## src/inc/esa_defines.svh

```systemverilog
// register map, field positions and reset values of the e1 spare-bit block
// assumes an 8-bit host port with byte addresses as printed
`ifndef ESA_DEFINES_SVH
`define ESA_DEFINES_SVH

`define ESA_OFS_TX_SI_ALIGN     8'h42
`define ESA_OFS_TX_SI_NONALIGN  8'h43
`define ESA_OFS_TX_ALARM        8'h44
`define ESA_OFS_TX_SPARE4       8'h45
`define ESA_OFS_TX_SPARE5       8'h46
`define ESA_OFS_TX_SPARE6       8'h47
`define ESA_OFS_TX_SPARE7       8'h48
`define ESA_OFS_TX_SPARE8       8'h49
`define ESA_OFS_TX_INSERT_CTRL  8'h4A
`define ESA_OFS_RX_SPARE6       8'h5D
`define ESA_OFS_RX_SPARE7       8'h5E
`define ESA_OFS_RX_SPARE8       8'h5F

`define ESA_RST_BYTE            8'h00

// insertion control bits; bits 0..5 are also the bit positions in a non-align ts0 byte, whose si bit sits at bit 7
`define ESA_BIT_SPARE8          0
`define ESA_BIT_SPARE7          1
`define ESA_BIT_SPARE6          2
`define ESA_BIT_SPARE5          3
`define ESA_BIT_SPARE4          4
`define ESA_BIT_ALARM           5
`define ESA_BIT_SI_NONALIGN     6
`define ESA_BIT_SI_ALIGN        7
// position of the si bit inside any ts0 byte
`define ESA_BIT_SI              7

`define ESA_LAST_FRAME          4'hF

`endif

```

## src/inc/esa_pkg.sv

```systemverilog
// types shared by the e1 spare-bit multiframe access block
// assumes esa_defines.svh for numeric constants
package esa_pkg;

    // one timeslot-0 byte of the framer datapath with its frame number
    typedef struct packed {
        logic       valid;
        logic [3:0] frame;
        logic [7:0] data;
    } esa_ts0_t;

    // host port request
    typedef struct packed {
        logic       wr;
        logic       rd;
        logic [7:0] addr;
        logic [7:0] wdata;
    } esa_host_req_t;

endpackage

```

## src/design/esa_top.sv

```systemverilog
// e1 spare/si bit access per crc4 multiframe: host registers, receive
// capture of sa6..sa8 and transmit insertion into timeslot 0
// assumes framer strobes and host port are synchronous to clk_sys_i
//
// Summary of operation
// [RULE1] three read registers hold received sa6/sa7/sa8, frame 1 in bit 7
// [RULE2] receive sa7 register: frame 15 in bit 0, frame 1 in bit 7
// [RULE3] receive sa8 register: frame 15 in bit 0, frame 1 in bit 7
// [RULE4] transmit align si register feeds even frames, frame 0 in bit 7
// [RULE5] transmit non-align si register feeds odd frames, frame 1 in bit 7
// [RULE6] transmit alarm register feeds a bit of odd frames, frame 1 bit 7
// [RULE7] five transmit registers feed sa4..sa8 of odd frames
// [RULE8] control bit 0 set inserts the transmit sa8 register
// [RULE9] control bit 1 set inserts the transmit sa7 register
// [RULE10] control bit 2 set inserts the transmit sa6 register
// [RULE11] control bit 3 set inserts the transmit sa5 register
// [RULE12] control bit 4 set inserts the transmit sa4 register
// [RULE13] control bit 5 set inserts the alarm register into a bits
// [RULE14] control bit 6 set inserts the non-align si register
// [RULE15] control bit 7 set inserts the align si register
// [RULE16] receive registers refresh once per multiframe and raise a flag
// [RULE17] host reads receive registers within 2 ms of the flag
// [RULE18] transmit registers sampled when transmit flag sets; host updates
// [RULE19] register msb is the first bit received or sent
// [RULE20] with a control bit clear the normal transmit bit passes unchanged
`timescale 1ns/100ps
`default_nettype none
`include "esa_defines.svh"

module esa_top (
    input  wire logic             clk_sys_i,
    input  wire logic             resetn_i,
    input  wire esa_pkg::esa_host_req_t host_req_i,
    output logic [7:0]            host_rdata_o,
    output logic                  host_rvalid_o,
    input  wire esa_pkg::esa_ts0_t rx_ts0_i,
    input  wire esa_pkg::esa_ts0_t tx_ts0_i,
    output esa_pkg::esa_ts0_t     tx_ts0_o,
    input  wire logic             rx_flag_clr_i,
    input  wire logic             tx_flag_clr_i,
    output logic                  rx_multiframe_flag_o,
    output logic                  tx_multiframe_flag_o
);

    // register bit that belongs to a frame: odd/even pairs share an index
    // and the first frame of the multiframe sits in the msb
    function automatic logic frame_bit(input logic [7:0] reg_val,
                                       input logic [3:0] frame);
        logic [2:0] idx;
        idx = 3'h7 - frame[3:1];
        frame_bit = reg_val[idx];
    endfunction

    // place a captured bit at its frame position, keep the rest
    function automatic logic [7:0] put_bit(input logic [7:0] reg_val,
                                           input logic [3:0] frame,
                                           input logic       b);
        logic [2:0] idx;
        logic [7:0] res;
        idx = 3'h7 - frame[3:1];
        res = reg_val;
        res[idx] = b;
        put_bit = res;
    endfunction

    // host-visible transmit registers
    logic [7:0] tx_si_align_bits_r;
    logic [7:0] tx_si_nonalign_bits_r;
    logic [7:0] tx_remote_alarm_bits_r;
    logic [7:0] tx_spare4_bits_r;
    logic [7:0] tx_spare5_bits_r;
    logic [7:0] tx_spare6_bits_r;
    logic [7:0] tx_spare7_bits_r;
    logic [7:0] tx_spare8_bits_r;
    logic [7:0] tx_spare_insert_ctrl_r;

    // copies taken at the multiframe boundary and used while sending
    logic [7:0] sh_si_align_r;
    logic [7:0] sh_si_nonalign_r;
    logic [7:0] sh_alarm_r;
    logic [7:0] sh_spare4_r;
    logic [7:0] sh_spare5_r;
    logic [7:0] sh_spare6_r;
    logic [7:0] sh_spare7_r;
    logic [7:0] sh_spare8_r;

    // receive accumulation and host-visible receive registers
    logic [7:0] acc_spare6_r;
    logic [7:0] acc_spare7_r;
    logic [7:0] acc_spare8_r;
    logic [7:0] rx_spare6_bits_r;
    logic [7:0] rx_spare7_bits_r;
    logic [7:0] rx_spare8_bits_r;

    logic [7:0] rdata_nxt;
    logic [7:0] tx_byte_nxt;
    logic       rx_mf_end;
    logic       tx_mf_end;

    assign rx_mf_end = rx_ts0_i.valid && (rx_ts0_i.frame == `ESA_LAST_FRAME);
    assign tx_mf_end = tx_ts0_i.valid && (tx_ts0_i.frame == `ESA_LAST_FRAME);

    // host writes to transmit registers; receive registers ignore writes
    always_ff @(posedge clk_sys_i or negedge resetn_i) begin
        if (!resetn_i) begin
            tx_si_align_bits_r     <= `ESA_RST_BYTE;
            tx_si_nonalign_bits_r  <= `ESA_RST_BYTE;
            tx_remote_alarm_bits_r <= `ESA_RST_BYTE;
            tx_spare4_bits_r       <= `ESA_RST_BYTE;
            tx_spare5_bits_r       <= `ESA_RST_BYTE;
            tx_spare6_bits_r       <= `ESA_RST_BYTE;
            tx_spare7_bits_r       <= `ESA_RST_BYTE;
            tx_spare8_bits_r       <= `ESA_RST_BYTE;
            tx_spare_insert_ctrl_r <= `ESA_RST_BYTE;
        end else if (host_req_i.wr) begin
            case (host_req_i.addr)
                `ESA_OFS_TX_SI_ALIGN: begin
                    tx_si_align_bits_r <= host_req_i.wdata;
                end
                `ESA_OFS_TX_SI_NONALIGN: begin
                    tx_si_nonalign_bits_r <= host_req_i.wdata;
                end
                `ESA_OFS_TX_ALARM: begin
                    tx_remote_alarm_bits_r <= host_req_i.wdata;
                end
                `ESA_OFS_TX_SPARE4: begin
                    tx_spare4_bits_r <= host_req_i.wdata;
                end
                `ESA_OFS_TX_SPARE5: begin
                    tx_spare5_bits_r <= host_req_i.wdata;
                end
                `ESA_OFS_TX_SPARE6: begin
                    tx_spare6_bits_r <= host_req_i.wdata;
                end
                `ESA_OFS_TX_SPARE7: begin
                    tx_spare7_bits_r <= host_req_i.wdata;
                end
                `ESA_OFS_TX_SPARE8: begin
                    tx_spare8_bits_r <= host_req_i.wdata;
                end
                `ESA_OFS_TX_INSERT_CTRL: begin
                    tx_spare_insert_ctrl_r <= host_req_i.wdata;
                end
                default: begin
                end
            endcase
        end
    end

    // read mux; unmapped addresses read zero
    always_comb begin
        case (host_req_i.addr)
            `ESA_OFS_TX_SI_ALIGN:    rdata_nxt = tx_si_align_bits_r;
            `ESA_OFS_TX_SI_NONALIGN: rdata_nxt = tx_si_nonalign_bits_r;
            `ESA_OFS_TX_ALARM:       rdata_nxt = tx_remote_alarm_bits_r;
            `ESA_OFS_TX_SPARE4:      rdata_nxt = tx_spare4_bits_r;
            `ESA_OFS_TX_SPARE5:      rdata_nxt = tx_spare5_bits_r;
            `ESA_OFS_TX_SPARE6:      rdata_nxt = tx_spare6_bits_r;
            `ESA_OFS_TX_SPARE7:      rdata_nxt = tx_spare7_bits_r;
            `ESA_OFS_TX_SPARE8:      rdata_nxt = tx_spare8_bits_r;
            `ESA_OFS_TX_INSERT_CTRL: rdata_nxt = tx_spare_insert_ctrl_r;
            `ESA_OFS_RX_SPARE6:      rdata_nxt = rx_spare6_bits_r; // [RULE1]
            `ESA_OFS_RX_SPARE7:      rdata_nxt = rx_spare7_bits_r; // [RULE2]
            `ESA_OFS_RX_SPARE8:      rdata_nxt = rx_spare8_bits_r; // [RULE3]
            default:                 rdata_nxt = `ESA_RST_BYTE;
        endcase
    end

    always_ff @(posedge clk_sys_i or negedge resetn_i) begin
        if (!resetn_i) begin
            host_rdata_o  <= `ESA_RST_BYTE;
            host_rvalid_o <= 1'b0;
        end else begin
            host_rvalid_o <= host_req_i.rd;
            if (host_req_i.rd) begin
                host_rdata_o <= rdata_nxt;
            end
        end
    end

    // receive: collect odd-frame spare bits into the accumulator
    always_ff @(posedge clk_sys_i or negedge resetn_i) begin
        if (!resetn_i) begin
            acc_spare6_r <= `ESA_RST_BYTE;
            acc_spare7_r <= `ESA_RST_BYTE;
            acc_spare8_r <= `ESA_RST_BYTE;
        end else if (rx_ts0_i.valid && rx_ts0_i.frame[0]) begin
            acc_spare6_r <= put_bit(acc_spare6_r, rx_ts0_i.frame,
                rx_ts0_i.data[`ESA_BIT_SPARE6]); // [RULE1] [RULE19]
            acc_spare7_r <= put_bit(acc_spare7_r, rx_ts0_i.frame,
                rx_ts0_i.data[`ESA_BIT_SPARE7]); // [RULE2]
            acc_spare8_r <= put_bit(acc_spare8_r, rx_ts0_i.frame,
                rx_ts0_i.data[`ESA_BIT_SPARE8]); // [RULE3]
        end
    end

    // receive: publish once per multiframe, after frame 15 is in; the
    // previous contents are overwritten, so a slow host loses them
    always_ff @(posedge clk_sys_i or negedge resetn_i) begin
        if (!resetn_i) begin
            rx_spare6_bits_r <= `ESA_RST_BYTE;
            rx_spare7_bits_r <= `ESA_RST_BYTE;
            rx_spare8_bits_r <= `ESA_RST_BYTE;
        end else if (rx_mf_end) begin
            rx_spare6_bits_r <= put_bit(acc_spare6_r, rx_ts0_i.frame,
                rx_ts0_i.data[`ESA_BIT_SPARE6]); // [RULE16]
            rx_spare7_bits_r <= put_bit(acc_spare7_r, rx_ts0_i.frame,
                rx_ts0_i.data[`ESA_BIT_SPARE7]); // [RULE16]
            rx_spare8_bits_r <= put_bit(acc_spare8_r, rx_ts0_i.frame,
                rx_ts0_i.data[`ESA_BIT_SPARE8]); // [RULE16]
        end
    end

    // sticky multiframe flags; a new boundary wins over a clear
    always_ff @(posedge clk_sys_i or negedge resetn_i) begin
        if (!resetn_i) begin
            rx_multiframe_flag_o <= 1'b0;
        end else if (rx_mf_end) begin
            rx_multiframe_flag_o <= 1'b1; // [RULE16]
        end else if (rx_flag_clr_i) begin
            rx_multiframe_flag_o <= 1'b0;
        end
    end

    always_ff @(posedge clk_sys_i or negedge resetn_i) begin
        if (!resetn_i) begin
            tx_multiframe_flag_o <= 1'b0;
        end else if (tx_mf_end) begin
            tx_multiframe_flag_o <= 1'b1; // [RULE18]
        end else if (tx_flag_clr_i) begin
            tx_multiframe_flag_o <= 1'b0;
        end
    end

    // transmit: sample the eight host data registers for the next multiframe as the flag
    // sets; a data update later than that waits a whole multiframe, control acts at once
    always_ff @(posedge clk_sys_i or negedge resetn_i) begin
        if (!resetn_i) begin
            sh_si_align_r    <= `ESA_RST_BYTE;
            sh_si_nonalign_r <= `ESA_RST_BYTE;
            sh_alarm_r       <= `ESA_RST_BYTE;
            sh_spare4_r      <= `ESA_RST_BYTE;
            sh_spare5_r      <= `ESA_RST_BYTE;
            sh_spare6_r      <= `ESA_RST_BYTE;
            sh_spare7_r      <= `ESA_RST_BYTE;
            sh_spare8_r      <= `ESA_RST_BYTE;
        end else if (tx_mf_end) begin
            sh_si_align_r    <= tx_si_align_bits_r; // [RULE18]
            sh_si_nonalign_r <= tx_si_nonalign_bits_r;
            sh_alarm_r       <= tx_remote_alarm_bits_r;
            sh_spare4_r      <= tx_spare4_bits_r;
            sh_spare5_r      <= tx_spare5_bits_r;
            sh_spare6_r      <= tx_spare6_bits_r;
            sh_spare7_r      <= tx_spare7_bits_r;
            sh_spare8_r      <= tx_spare8_bits_r;
        end
    end

    // transmit: overwrite only the enabled positions of timeslot 0
    always_comb begin
        tx_byte_nxt = tx_ts0_i.data; // [RULE20]
        if (!tx_ts0_i.frame[0]) begin
            if (tx_spare_insert_ctrl_r[`ESA_BIT_SI_ALIGN]) begin
                tx_byte_nxt[`ESA_BIT_SI] =
                    frame_bit(sh_si_align_r, tx_ts0_i.frame); // [RULE4] [RULE15]
            end
        end else begin
            if (tx_spare_insert_ctrl_r[`ESA_BIT_SI_NONALIGN]) begin
                tx_byte_nxt[`ESA_BIT_SI] =
                    frame_bit(sh_si_nonalign_r, tx_ts0_i.frame); // [RULE5] [RULE14]
            end
            if (tx_spare_insert_ctrl_r[`ESA_BIT_ALARM]) begin
                tx_byte_nxt[`ESA_BIT_ALARM] =
                    frame_bit(sh_alarm_r, tx_ts0_i.frame); // [RULE6] [RULE13]
            end
            if (tx_spare_insert_ctrl_r[`ESA_BIT_SPARE4]) begin
                tx_byte_nxt[`ESA_BIT_SPARE4] =
                    frame_bit(sh_spare4_r, tx_ts0_i.frame); // [RULE7] [RULE12]
            end
            if (tx_spare_insert_ctrl_r[`ESA_BIT_SPARE5]) begin
                tx_byte_nxt[`ESA_BIT_SPARE5] =
                    frame_bit(sh_spare5_r, tx_ts0_i.frame); // [RULE7] [RULE11]
            end
            if (tx_spare_insert_ctrl_r[`ESA_BIT_SPARE6]) begin
                tx_byte_nxt[`ESA_BIT_SPARE6] =
                    frame_bit(sh_spare6_r, tx_ts0_i.frame); // [RULE7] [RULE10]
            end
            if (tx_spare_insert_ctrl_r[`ESA_BIT_SPARE7]) begin
                tx_byte_nxt[`ESA_BIT_SPARE7] =
                    frame_bit(sh_spare7_r, tx_ts0_i.frame); // [RULE7] [RULE9]
            end
            if (tx_spare_insert_ctrl_r[`ESA_BIT_SPARE8]) begin
                tx_byte_nxt[`ESA_BIT_SPARE8] =
                    frame_bit(sh_spare8_r, tx_ts0_i.frame); // [RULE7] [RULE8]
            end
        end
    end

    // one cycle of latency keeps the output straight from flip-flops
    always_ff @(posedge clk_sys_i or negedge resetn_i) begin
        if (!resetn_i) begin
            tx_ts0_o <= '0;
        end else begin
            tx_ts0_o.valid <= tx_ts0_i.valid;
            tx_ts0_o.frame <= tx_ts0_i.frame;
            tx_ts0_o.data  <= tx_byte_nxt; // [RULE19]
        end
    end

endmodule
`default_nettype wire

```

## config.mk

```make
export PLATFORM = sky130hd
export DESIGN_NAME = esa_top
export DESIGN_NICKNAME = d
export VERILOG_FILES = /design/src/inc/esa_pkg.sv /design/src/design/esa_top.sv
export VERILOG_INCLUDE_DIRS = /design/src /design/src/inc
export SDC_FILE = /design/constraint.sdc
export NUM_CORES = 1
export LEC_CHECK = 0
export BUFFER_PORTS_ARGS = -buffer_cell sky130_fd_sc_hd__buf_2
export CAP_MARGIN = 25
export CORE_ASPECT_RATIO = 1.2
export CORE_MARGIN = 5
export CORE_UTILIZATION = 54
export DETAILED_ROUTE_END_ITERATION = 8
export GPL_ROUTABILITY_DRIVEN = 0
export GPL_TIMING_DRIVEN = 0
export PLACE_DENSITY = 0.76
export SLEW_MARGIN = 20
export SYNTH_ARGS = -nofsm -noshare
export SYNTH_HDL_FRONTEND = slang
export SYNTH_SLANG_ARGS = --single-unit
```

## constraint.sdc

```tcl
create_clock -name clk_sys_i -period 1.4 [get_ports clk_sys_i]
set_input_delay 0.07 -clock clk_sys_i [delete_from_list [all_inputs] [get_ports clk_sys_i]]
set_output_delay 0.07 -clock clk_sys_i [all_outputs]
set_load 0.02 [all_outputs]
```

== After elaboration in Yosys (flattened, before gate mapping) ==
Index checks and enable logic that the tools add are counted.

* $lt $le $gt $ge: 3
* Reduce and logical (&&, ||, !) cells: 15
* Add/subtract/negate cells: 2
* Equality and inequality tests: 14
* Muxes and demuxes: 36

{| class="wikitable"
|+ Operators by type and width
! operator !! count
|-
| 8-bit by 7-bit == test with 1-bit output (second input constant) || 12
|-
| 8-bit one-hot mux with 12 select lines || 1
|-
| 1-bit binary-select mux with 3-bit select || 8
|-
| 8-bit bitwise mux || 3
|-
| 1-bit two-way mux || 22
|-
| 2-bit AND reduction || 9
|-
| 4-bit == test (second input constant) || 2
|-
| 3-bit by 4-bit < comparator with 1-bit output (second input constant) || 2
|-
| 6-bit two-way mux || 1
|-
| 3-bit subtractor (first input constant) || 2
|-
| 1-bit logical AND || 4
|-
| 2-bit nonzero test || 2
|-
| 1-bit demux with 3-bit select || 1
|-
| 3-bit by 1-bit greater-or-equal comparator with 1-bit output (second input constant) || 1
|}

* Input port bits: 48
* Logic and storage cells: 100
* Output and inout bits: 24
* Register bits after elaboration: 208

== Logic depth before layout (Yosys ltp) ==
Gate-level depths: netlist of the first run.

* Depth in word-level cells: 6
* Depth in mapped cells: 7
* Gate-level depth less buffers: 5

== Worst setup path after synthesis of the first run ==
Ideal clock, no wire load.

* Path type: input port to flip-flop
* From: input host_req_i[13] (netlist name)
* To: register tx_spare4_bits_r[0]
* Data required time: 1.275 ns
* Library setup time: 0.125 ns
* Arrival time: 1.442 ns
* Cell stages on the path: 5
* Path buffers: 1
* Setup slack: -0.167 ns
* Path through: nor4b_1 -> buf_2 -> nand2_1 -> nor2_2 -> mux2_2

* Cells in the longest elaborated chain, start to end: 2

{| class="wikitable"
|+ Ends and longest elaborated chain
! item !! line !! source
|-
| from (decl) || esa_top.sv:33 || <nowiki>input wire esa_pkg::esa_host_req_t host_req_i,</nowiki>
|-
| 8-bit by 7-bit == test with 1-bit output || esa_top.sv:116 || <nowiki>case (host_req_i.addr)</nowiki>
|-
| 2-bit AND reduction (no line) || -- ||
|-
| to (signal assigned) || esa_top.sv:109 || <nowiki>tx_spare4_bits_r <= `ESA_RST_BYTE;</nowiki>
|-
| to (signal assigned) || esa_top.sv:127 || <nowiki>tx_spare4_bits_r <= host_req_i.wdata;</nowiki>
|-
| to (decl) || esa_top.sv:70 || <nowiki>logic [7:0] tx_spare4_bits_r;</nowiki>
|}

No other way between the ends.
A chain may end at the register's enable or synchronous reset.

== Worst setup path in the final report of the first run ==
* From: register sh_si_align_r[0]
* To: register tx_ts0_o[7] (netlist name)

* Cells in the longest elaborated chain, start to end: 4

{| class="wikitable"
|+ Ends and longest elaborated chain
! item !! line !! source
|-
| from (decl) || esa_top.sv:78 || <nowiki>logic [7:0] sh_si_align_r;</nowiki>
|-
| from (signal assigned) || esa_top.sv:239 || <nowiki>sh_si_align_r <= `ESA_RST_BYTE;</nowiki>
|-
| from (signal assigned) || esa_top.sv:248 || <nowiki>sh_si_align_r <= tx_si_align_bits_r;</nowiki>
|-
| 1-bit binary-select mux with 3-bit select || esa_top.sv:51 || <nowiki>frame_bit = reg_val[idx];</nowiki>
|-
| 1-bit two-way mux (implied by the code) || esa_top.sv:51 ||
|-
| 1-bit two-way mux || esa_top.sv:263 || <nowiki>if (tx_spare_insert_ctrl_r[`ESA_BIT_SI_ALIGN]) begin</nowiki>
|-
| 1-bit two-way mux || esa_top.sv:262 || <nowiki>if (!tx_ts0_i.frame[0]) begin</nowiki>
|-
| via tx_byte_nxt[7] || esa_top.sv:96 || <nowiki>logic [7:0] tx_byte_nxt;</nowiki>
|-
| to (decl) || esa_top.sv:38 || <nowiki>output esa_pkg::esa_ts0_t tx_ts0_o,</nowiki>
|}

The timed path passes the listed nets, and every way through them passes these cells. The select of a mux whose other input is x is not followed.

==> results of run 1 <==
==> worst max-delay path: stages (launching register included) <==
cell	delay, ns
dfrtp_1	0.38
mux4_2	0.47
mux2i_1	0.18
nand2_1	0.07
o21ai_1	0.08
o21ai_1	0.08
==> routing by layer <==
layer,part of all wire [%],global-route usage [%]
met5,0,0
met3,7.4,4.102
met2,51,42.12
met1,38,31.78
met4,4.3,9.905
==> stage by stage <==
stage	setup slack [ns]	hold slack [ns]
after floorplan	-0.1342	-0.2256
after global placement	-2.910	0.1781
after detailed placement	-0.5363	0.1579
after CTS	-0.01303	-0.2094
after global routing	-0.06777	-0.2097
final	-0.006028	-0.2043
==> final cells by class <==
cell class              instances  area share, %
flip-flops and latches        205          47.42
multi-input cells             454          36.38
clock buffers                  30          5.725
repair buffers                 90          5.575
well taps                     216          2.498
plain buffers                  37          1.712
clock inverters                 5         0.4858
inverters                       6         0.2082
==> final timing paths <==
path	from	endpoint	slack (ns)	cells past startpoint
setup / recovery	sh_si_align_r[0]$_DFFE_PN0P_	tx_ts0_o[7]$_DFF_PN0_	-0.006	5
hold / removal	tx_ts0_i[8]	tx_ts0_o[8]$_DFF_PN0_	-0.20	1
setup reg to reg	sh_si_align_r[0]$_DFFE_PN0P_	tx_ts0_o[7]$_DFF_PN0_	-0.006	5
hold reg to reg	acc_spare6_r[5]$_DFFE_PN0P_	rx_spare6_bits_r[5]$_DFFE_PN0P_	0.47	2
max in group asynchronous	resetn_i	tx_si_nonalign_bits_r[0]$_DFFE_PN0P_	0.29	3
min in group asynchronous	resetn_i	tx_ts0_o[3]$_DFF_PN0_	0.19	2
==> kinds of logic (layout without fill, tap and decap cells) <==
group | after synthesis | in the layout | share of synthesized area, %
buf+inv | 44 | 168 | 2.029
simple gates | 170 | 170 | 9.198
mux | 199 | 199 | 26.25
compound gates | 85 | 85 | 6.320
flops | 205 | 205 | 56.20
==> report_power, final <==
| group | internal (mW) | switching [mW] |
|---|---|---|
| registers | 6.42 | 0.335 |
| clock network | 3.24 | 2.22 |
| logic | 0.600 | 0.716 |
| total | 10.3 | 3.27 |
==> synth_stat cells (2+ instances only) <==
library cell	count	area (um^2)
buf_1	4	15.01
a311oi_1	2	17.52
nand2_1	94	352.8
and2_1	4	25.02
nand2b_1	8	50.05
a32oi_1	8	70.07
mux2_2	163	1836
buf_2	16	80.08
a22oi_1	8	60.06
o311a_1	2	20.02
nor2b_1	8	50.05
mux2i_1	20	200.2
nor2_2	4	25.02
clkbuf_1	18	67.56
nor2_1	12	45.04
o22ai_1	4	25.02
a2bb2oi_1	3	26.28
or3_1	2	12.51
a22o_1	3	26.28
nand3_1	14	70.07
nand3_4	2	35.03
and3_1	5	31.28
mux4_2	16	360.4
inv_1	6	22.52
o21ai_0	19	95.09
nor3b_1	3	22.52
nand4b_1	2	17.52
o211ai_1	2	15.01
o221ai_1	2	17.52
a31oi_1	11	68.82
a21oi_1	13	65.06
a221oi_1	3	26.28
dfrtp_1	205	5130
==> cells in the final DEF, fill, tap and decap left out, types with 16 or more instances in the layout <==
cell type,synthesis,final
buf_2,16,74
o21ai_0,19,17
clkbuf_1,18,18
dlygate4sd3_1,0,23
nand2_1,94,92
mux2_2,163,162
mux2i_1,20,20
clkbuf_16,0,21
dfrtp_1,205,205
mux4_2,16,16
==> timing repair <==
item | CTS | global route
endpoints found under the setup margin | 5 | 63
pin swaps | 2 | 3
endpoints found under the hold margin | 139 | 1
gates resized for setup | 9 | 18
buffers inserted | 1 | 1
==> results.md, run 1 <==
* Status: finished with violations
* Failing checks: negative hold slack, negative setup slack
* Critical path fanouts, max at 2
* Max_cap viols at 0
* P per Cell Area at approximately 1300 nW/um^2
* PortBufs at 64
* Final Slew Violations at 0
* Area Growth Syn to Fin at 18.52%
* Relative slew margins at 33.50%
* Most flop-heavy register: tx_ts0_o
* Post-Layout Cell Count at 1,043
* Tot Pwr at around 14 mW
* Main synth FF type: dfrtp_1
* Global-route wire length before repair at around 38 mm
* Antenna cells at 0
* Post-synth EDFFs at 0
* Io pins at 72
* Syn avg cell area at around 13 um^2
* Min Tclk post-route at between 1 and 1.5 ns
* Fin worst setup slack at -0.006028 ns
* Worst-Margin Slew at 0.9974 ns
* DR iter-0 viols at ~730
* Fillers at ~1,200
* Ys Warns at 0
* Share of layout cells above drive strength 1 at about two fifths
* Multi-input combinational cell area at 3935 um^2
* Placed Cells incl. Taps at around 980
* Die Area at around 20,000 um^2
* Nets at 862
* Routed length per instance at between 20 and 25 um
* Worst skew pair latency at ~0.5 ns
* DRC at 0
* Hold Crit Class: input pin to flop
* P_leak at 5.181 nW
* Cell Area, Synth at 9128 um^2
* WP data arrival at about 1.8 ns
* Post-Route WL at 24.01 mm
* Tcrit/Tclk final at 100.4%
* Netlist cell types at 50
* Seq/Total Area, Yosys at about 56%
* Vias after detailed routing at approximately 6,500
* CTS Root Buffer Type: clkbuf_16
* Clock sink count at 205
* Drt pass-1 iters at 5
* Hold_buf cts at 23
* RSZ-0062 raised after global routing: yes
* Instance count of the mapped netlist at 703
* Endpoint kind of the worst setup timing path: flop
* Fin Hold WS at -0.2043 ns
* Core Box Area at roughly 17,000 um^2
* Final clock skew at ~0.0043 ns
* TritonCTS buffer count at 20
* DRT antenna net count at 0
* Fmax at slightly above 700 MHz
* Initial antenna violation count at 0
* CP Launch Type: flop
* Chip width at ~130 um
* Largest register FFs at 13
* CTS H-tree lvls at 1
* Die height at between 150 and 200 um
* Worst EP required at between 1.5 and 2 ns
* Starting Density at 54.59%
* Gr usage total at between 20 and 25%
* Post-synthesis async set-or-reset flop share at 100.0%
* FF+latch count, synth at 205
* Cell area after layout at about 11,000 um^2
* Worst-path clk slew at around 0.060 ns
* Placed inst area at approximately 9800 um^2
* VDD IR max at around 0.86 mV
* Crit Path Category: flop to flop
* DR vias/cell at about 6.2
* Final Hold Fails at 1
* Std-Cell Rows at 52
* Register area at 5130 um^2
* Final HPWL DP at around 17 mm
* CTS tree: done
* Total grt overflow at 0
* Count of final setup violators at 1
* Syn_nets at approximately 750
* Vias in the first global route at 6,841
* CTS Buffer Depth at 3
* Util after Layout at approximately two thirds
* Largest net degree at the start of global routing at around 110
* Setup TNS at -0.006028 ns
Note: power is estimated with default switching activity, not from simulation.
==> run 2: changes to the inputs <==
CORE_UTILIZATION = 60   (was 54)
PLACE_DENSITY = 0.8   (was 0.76)
clock period = 1.3 ns   (was 1.4 ns; I/O delays follow)
==> results.md, run 2 (synthesized netlist as in run 1, its figures left out) <==
* Cell family with most CP delay: multiplexers
* Commonest non-fill, non-tap cell in the layout: dfrtp_1
* PortBufs at 64 (unchanged)
* Gr usage total at 27.71% (+2.8 points)
* Highest-count cells in the layout ignoring fill and taps: dfrtp_1 (205), mux2_2 (158), nand2_1 (91), buf_2 (66)
* Worst R2R Setup Slack at -0.19 ns (-0.19 ns)
* DRT antenna net count at 0 (unchanged)
* DR iter-0 viols at 796 (+8.7%)
* Multi-input combinational cell area at 3991 um^2 (+1.4%)
* Nets at 873 (+1.3%)
* Slowest-stage cell, CP: mux4_2
* RSZ-0062 raised after global routing: yes
* R2R Path End: tx_ts0_o[7]$_DFF_PN0_
* Max stage delay on crit path at 0.48 ns (about the same)
* Count of final setup violators at 7 (+6)
* TritonCTS buffer count at 21 (+5.0%)
* Status: finished with violations
* Drt pass-1 iters at 6 (+1)
* Worst r2r src: sh_si_nonalign_r[4]$_DFFE_PN0P_
* Clock power share at 39.1% (-1.2 points)
* Max_cap viols at 0 (unchanged)
* Tot Pwr at 14.39 mW (+6.4%)
* Starting Density at 61.02% (+6.4 points)
* Min Tclk post-route at 1.494 ns (+0.08796 ns)
* DR vias/cell at 6.258 (+1.0%)
* Final Slew Violations at 0 (unchanged)
* Hold Crit Class: input pin to flop
* Post-Route WL at 24.43 mm (+1.7%)
* Failing checks: negative hold slack, negative setup slack
* Die Area at 17,790 um^2 (-9.3%)
* Comb power frac at 10.3% (+0.6 points)
* CTS H-tree lvls at 1 (unchanged)
* WP depth at 5 (unchanged)
* Antenna cells at 0 (unchanged)
* VDD IR max at 1.107 mV (+29%)
* Cell Chain, Critical Path: mux4_2 -> mux2i_1 -> nand2_1 -> o211ai_1 -> o21ai_1
* Std-Cell Rows at 49 (-5.8%)
* P_leak at 5.301 nW (+2.3%)
* Most flop-heavy register: tx_ts0_o
* Worst-Margin Slew at 0.6815 ns (-0.3159 ns)
* Endpoint kind of the worst setup timing path: flop
* CP Launch Type: flop
* Fin worst setup slack at -0.1940 ns (-0.1880 ns)
* Setup crit end: tx_ts0_o[7]$_DFF_PN0_
* Vias in the first global route at 6,950 (+1.6%)
* Crit path from: sh_si_nonalign_r[4]$_DFFE_PN0P_
* Tcrit/Tclk final at 114.9% (+14 points)
* Global-route wire length before repair at 37.98 mm (-0.44%)
* Largest register FFs at 13 (unchanged)
* Sw frac at 24.30% (+0.15 points)
* Worst-path clk slew at 0.06 ns (about the same)
* Share of layout cells above drive strength 1 at 41.63% (+2.1 points)
* CTS Root Buffer Type: clkbuf_16
* Crit Path Category: flop to flop
* P per Cell Area at 1311 nW/um^2 (+4.9%)
* Int Power at 10.90 mW (+6.2%)
* Sequential power share at 50.6% (+0.6 points)
* Vias after detailed routing at 6,508 (+0.73%)
* Place WS at -0.6806 ns (-0.1443 ns)
* Worst skew pair latency at 0.49 ns (about the same)
* Initial antenna violation count at 0 (unchanged)
* WP buf/inv at 0 (unchanged)
* Routed length per instance at 23.49 um (+2.0%)
* Fmax at 669.4 MHz (-5.9%)
* Final clock skew at 0.01029 ns (+0.006012 ns)
* Critical path fanouts, max at 2 (unchanged)
* DRC at 0 (unchanged)
* Total grt overflow at 0 (unchanged)
* Clock sink count at 205 (unchanged)
* CTS Buffer Depth at 3 (unchanged)
* Core Box Area at 14,960 um^2 (-11%)
* Final Hold Fails at 3 (+2)
* Worst EP required at 1.64 ns (-0.11 ns)
* Fillers at 993 (-19%)
* Io pins at 72 (unchanged)
* Switch Pwr at 3.497 mW (+7.0%)
* Die height at 145.1 um (-4.8%)
* Final HPWL DP at 17.03 mm (-0.23%)
* Register area at 5130 um^2 (unchanged)
* Largest net degree at the start of global routing at 105 (-1.9%)
* Chip width at 122.6 um (-4.7%)
* WP data arrival at 1.83 ns (+0.08 ns)
* Relative slew margins at 54.57% (+21 points)
* Area Growth Syn to Fin at 20.25%
* Fin Hold WS at -0.1992 ns (+0.005066 ns)
* R2r worst-path depth at 5 (unchanged)
* CTS tree: done
-- run 2: cell types whose count changed in the layout (fill, tap and decap cells not counted), moves of 3 or more --
cell	before	now
clkbuf_2	5	8
mux2_4	1	5
buf_2	74	66
buf_4	4	21
clkbuf_1	18	13
buf_12	0	3
mux2_2	162	158
-- run 2: cell type report --
| type | count | share of cell area [%] |
|---|---|---|
| Inverter | 6 | 0.2052 |
| Sequential cell | 205 | 46.74 |
| Tap cell | 204 | 2.326 |
| Clock inverter | 4 | 0.2052 |
| Clock buffer | 30 | 5.643 |
| Buffer | 37 | 1.961 |
| Multi-Input combinational cell | 454 | 36.37 |
| Timing Repair Buffer | 100 | 6.555 |
-- run 2: repair_timing --
item,in CTS,in global routing
endpoints found under the hold margin,141,3
gates resized for setup,22,31
buffers inserted,5,9
pin swaps,5,14
endpoints found under the setup margin,36,146
hold buffers,20,1
-- run 2: stage by stage --
stage,setup TNS [ns],instances,cell area (um^2),util [%]
floorplan,-6.165,703,9233,-
global placement,-658.14,971,9808,65.57
detailed placement,-60.05,972,9846,65.82
CTS,-0.5029,1030,10810,72.24
global route,-0.8714,1040,10980,73.37
finish,-0.5402,1040,10980,73.37
-- run 2: metal layers --
layer  part of all wire (%)  routed length, um  vias up  track usage [%]
met2                     49              11960      380            45.53
met1                     37               9135     3207            36.33
li1                       -                  -     2808                -
met4                    5.6               1375        0            12.44
met5                      0                  0        -                0
met3                    8.0               1961      113            4.360
-- run 2: power groups by stage --
stage	Sequential (mW)	Combinational, mW	Clock, mW
finish	7.28	1.48	5.63
global route	7.32	1.63	5.95
CTS	7.27	1.44	5.69
detailed placement	7.38	1.35	0
global placement	7.35	1.27	0
floorplan	7.27	0.802	0
-- run 2: worst min path at each step --
stage	endpoint	slack, ns	startpoint	depth (start not counted)
6_report	tx_ts0_o[8]$_DFF_PN0_	-0.20	tx_ts0_i[8]	1
5_1_grt	tx_ts0_o[8]$_DFF_PN0_	-0.20	tx_ts0_i[8]	1
4_1_cts	tx_ts0_o[8]$_DFF_PN0_	-0.21	tx_ts0_i[8]	1
3_5_place_dp	tx_ts0_o[9]$_DFF_PN0_	0.15	resetn_i	1
3_3_place_gp	tx_ts0_o[6]$_DFF_PN0_	0.18	tx_ts0_i[6]	1
2_1_floorplan	acc_spare6_r[1]$_DFFE_PN0P_	-0.23	resetn_i	0
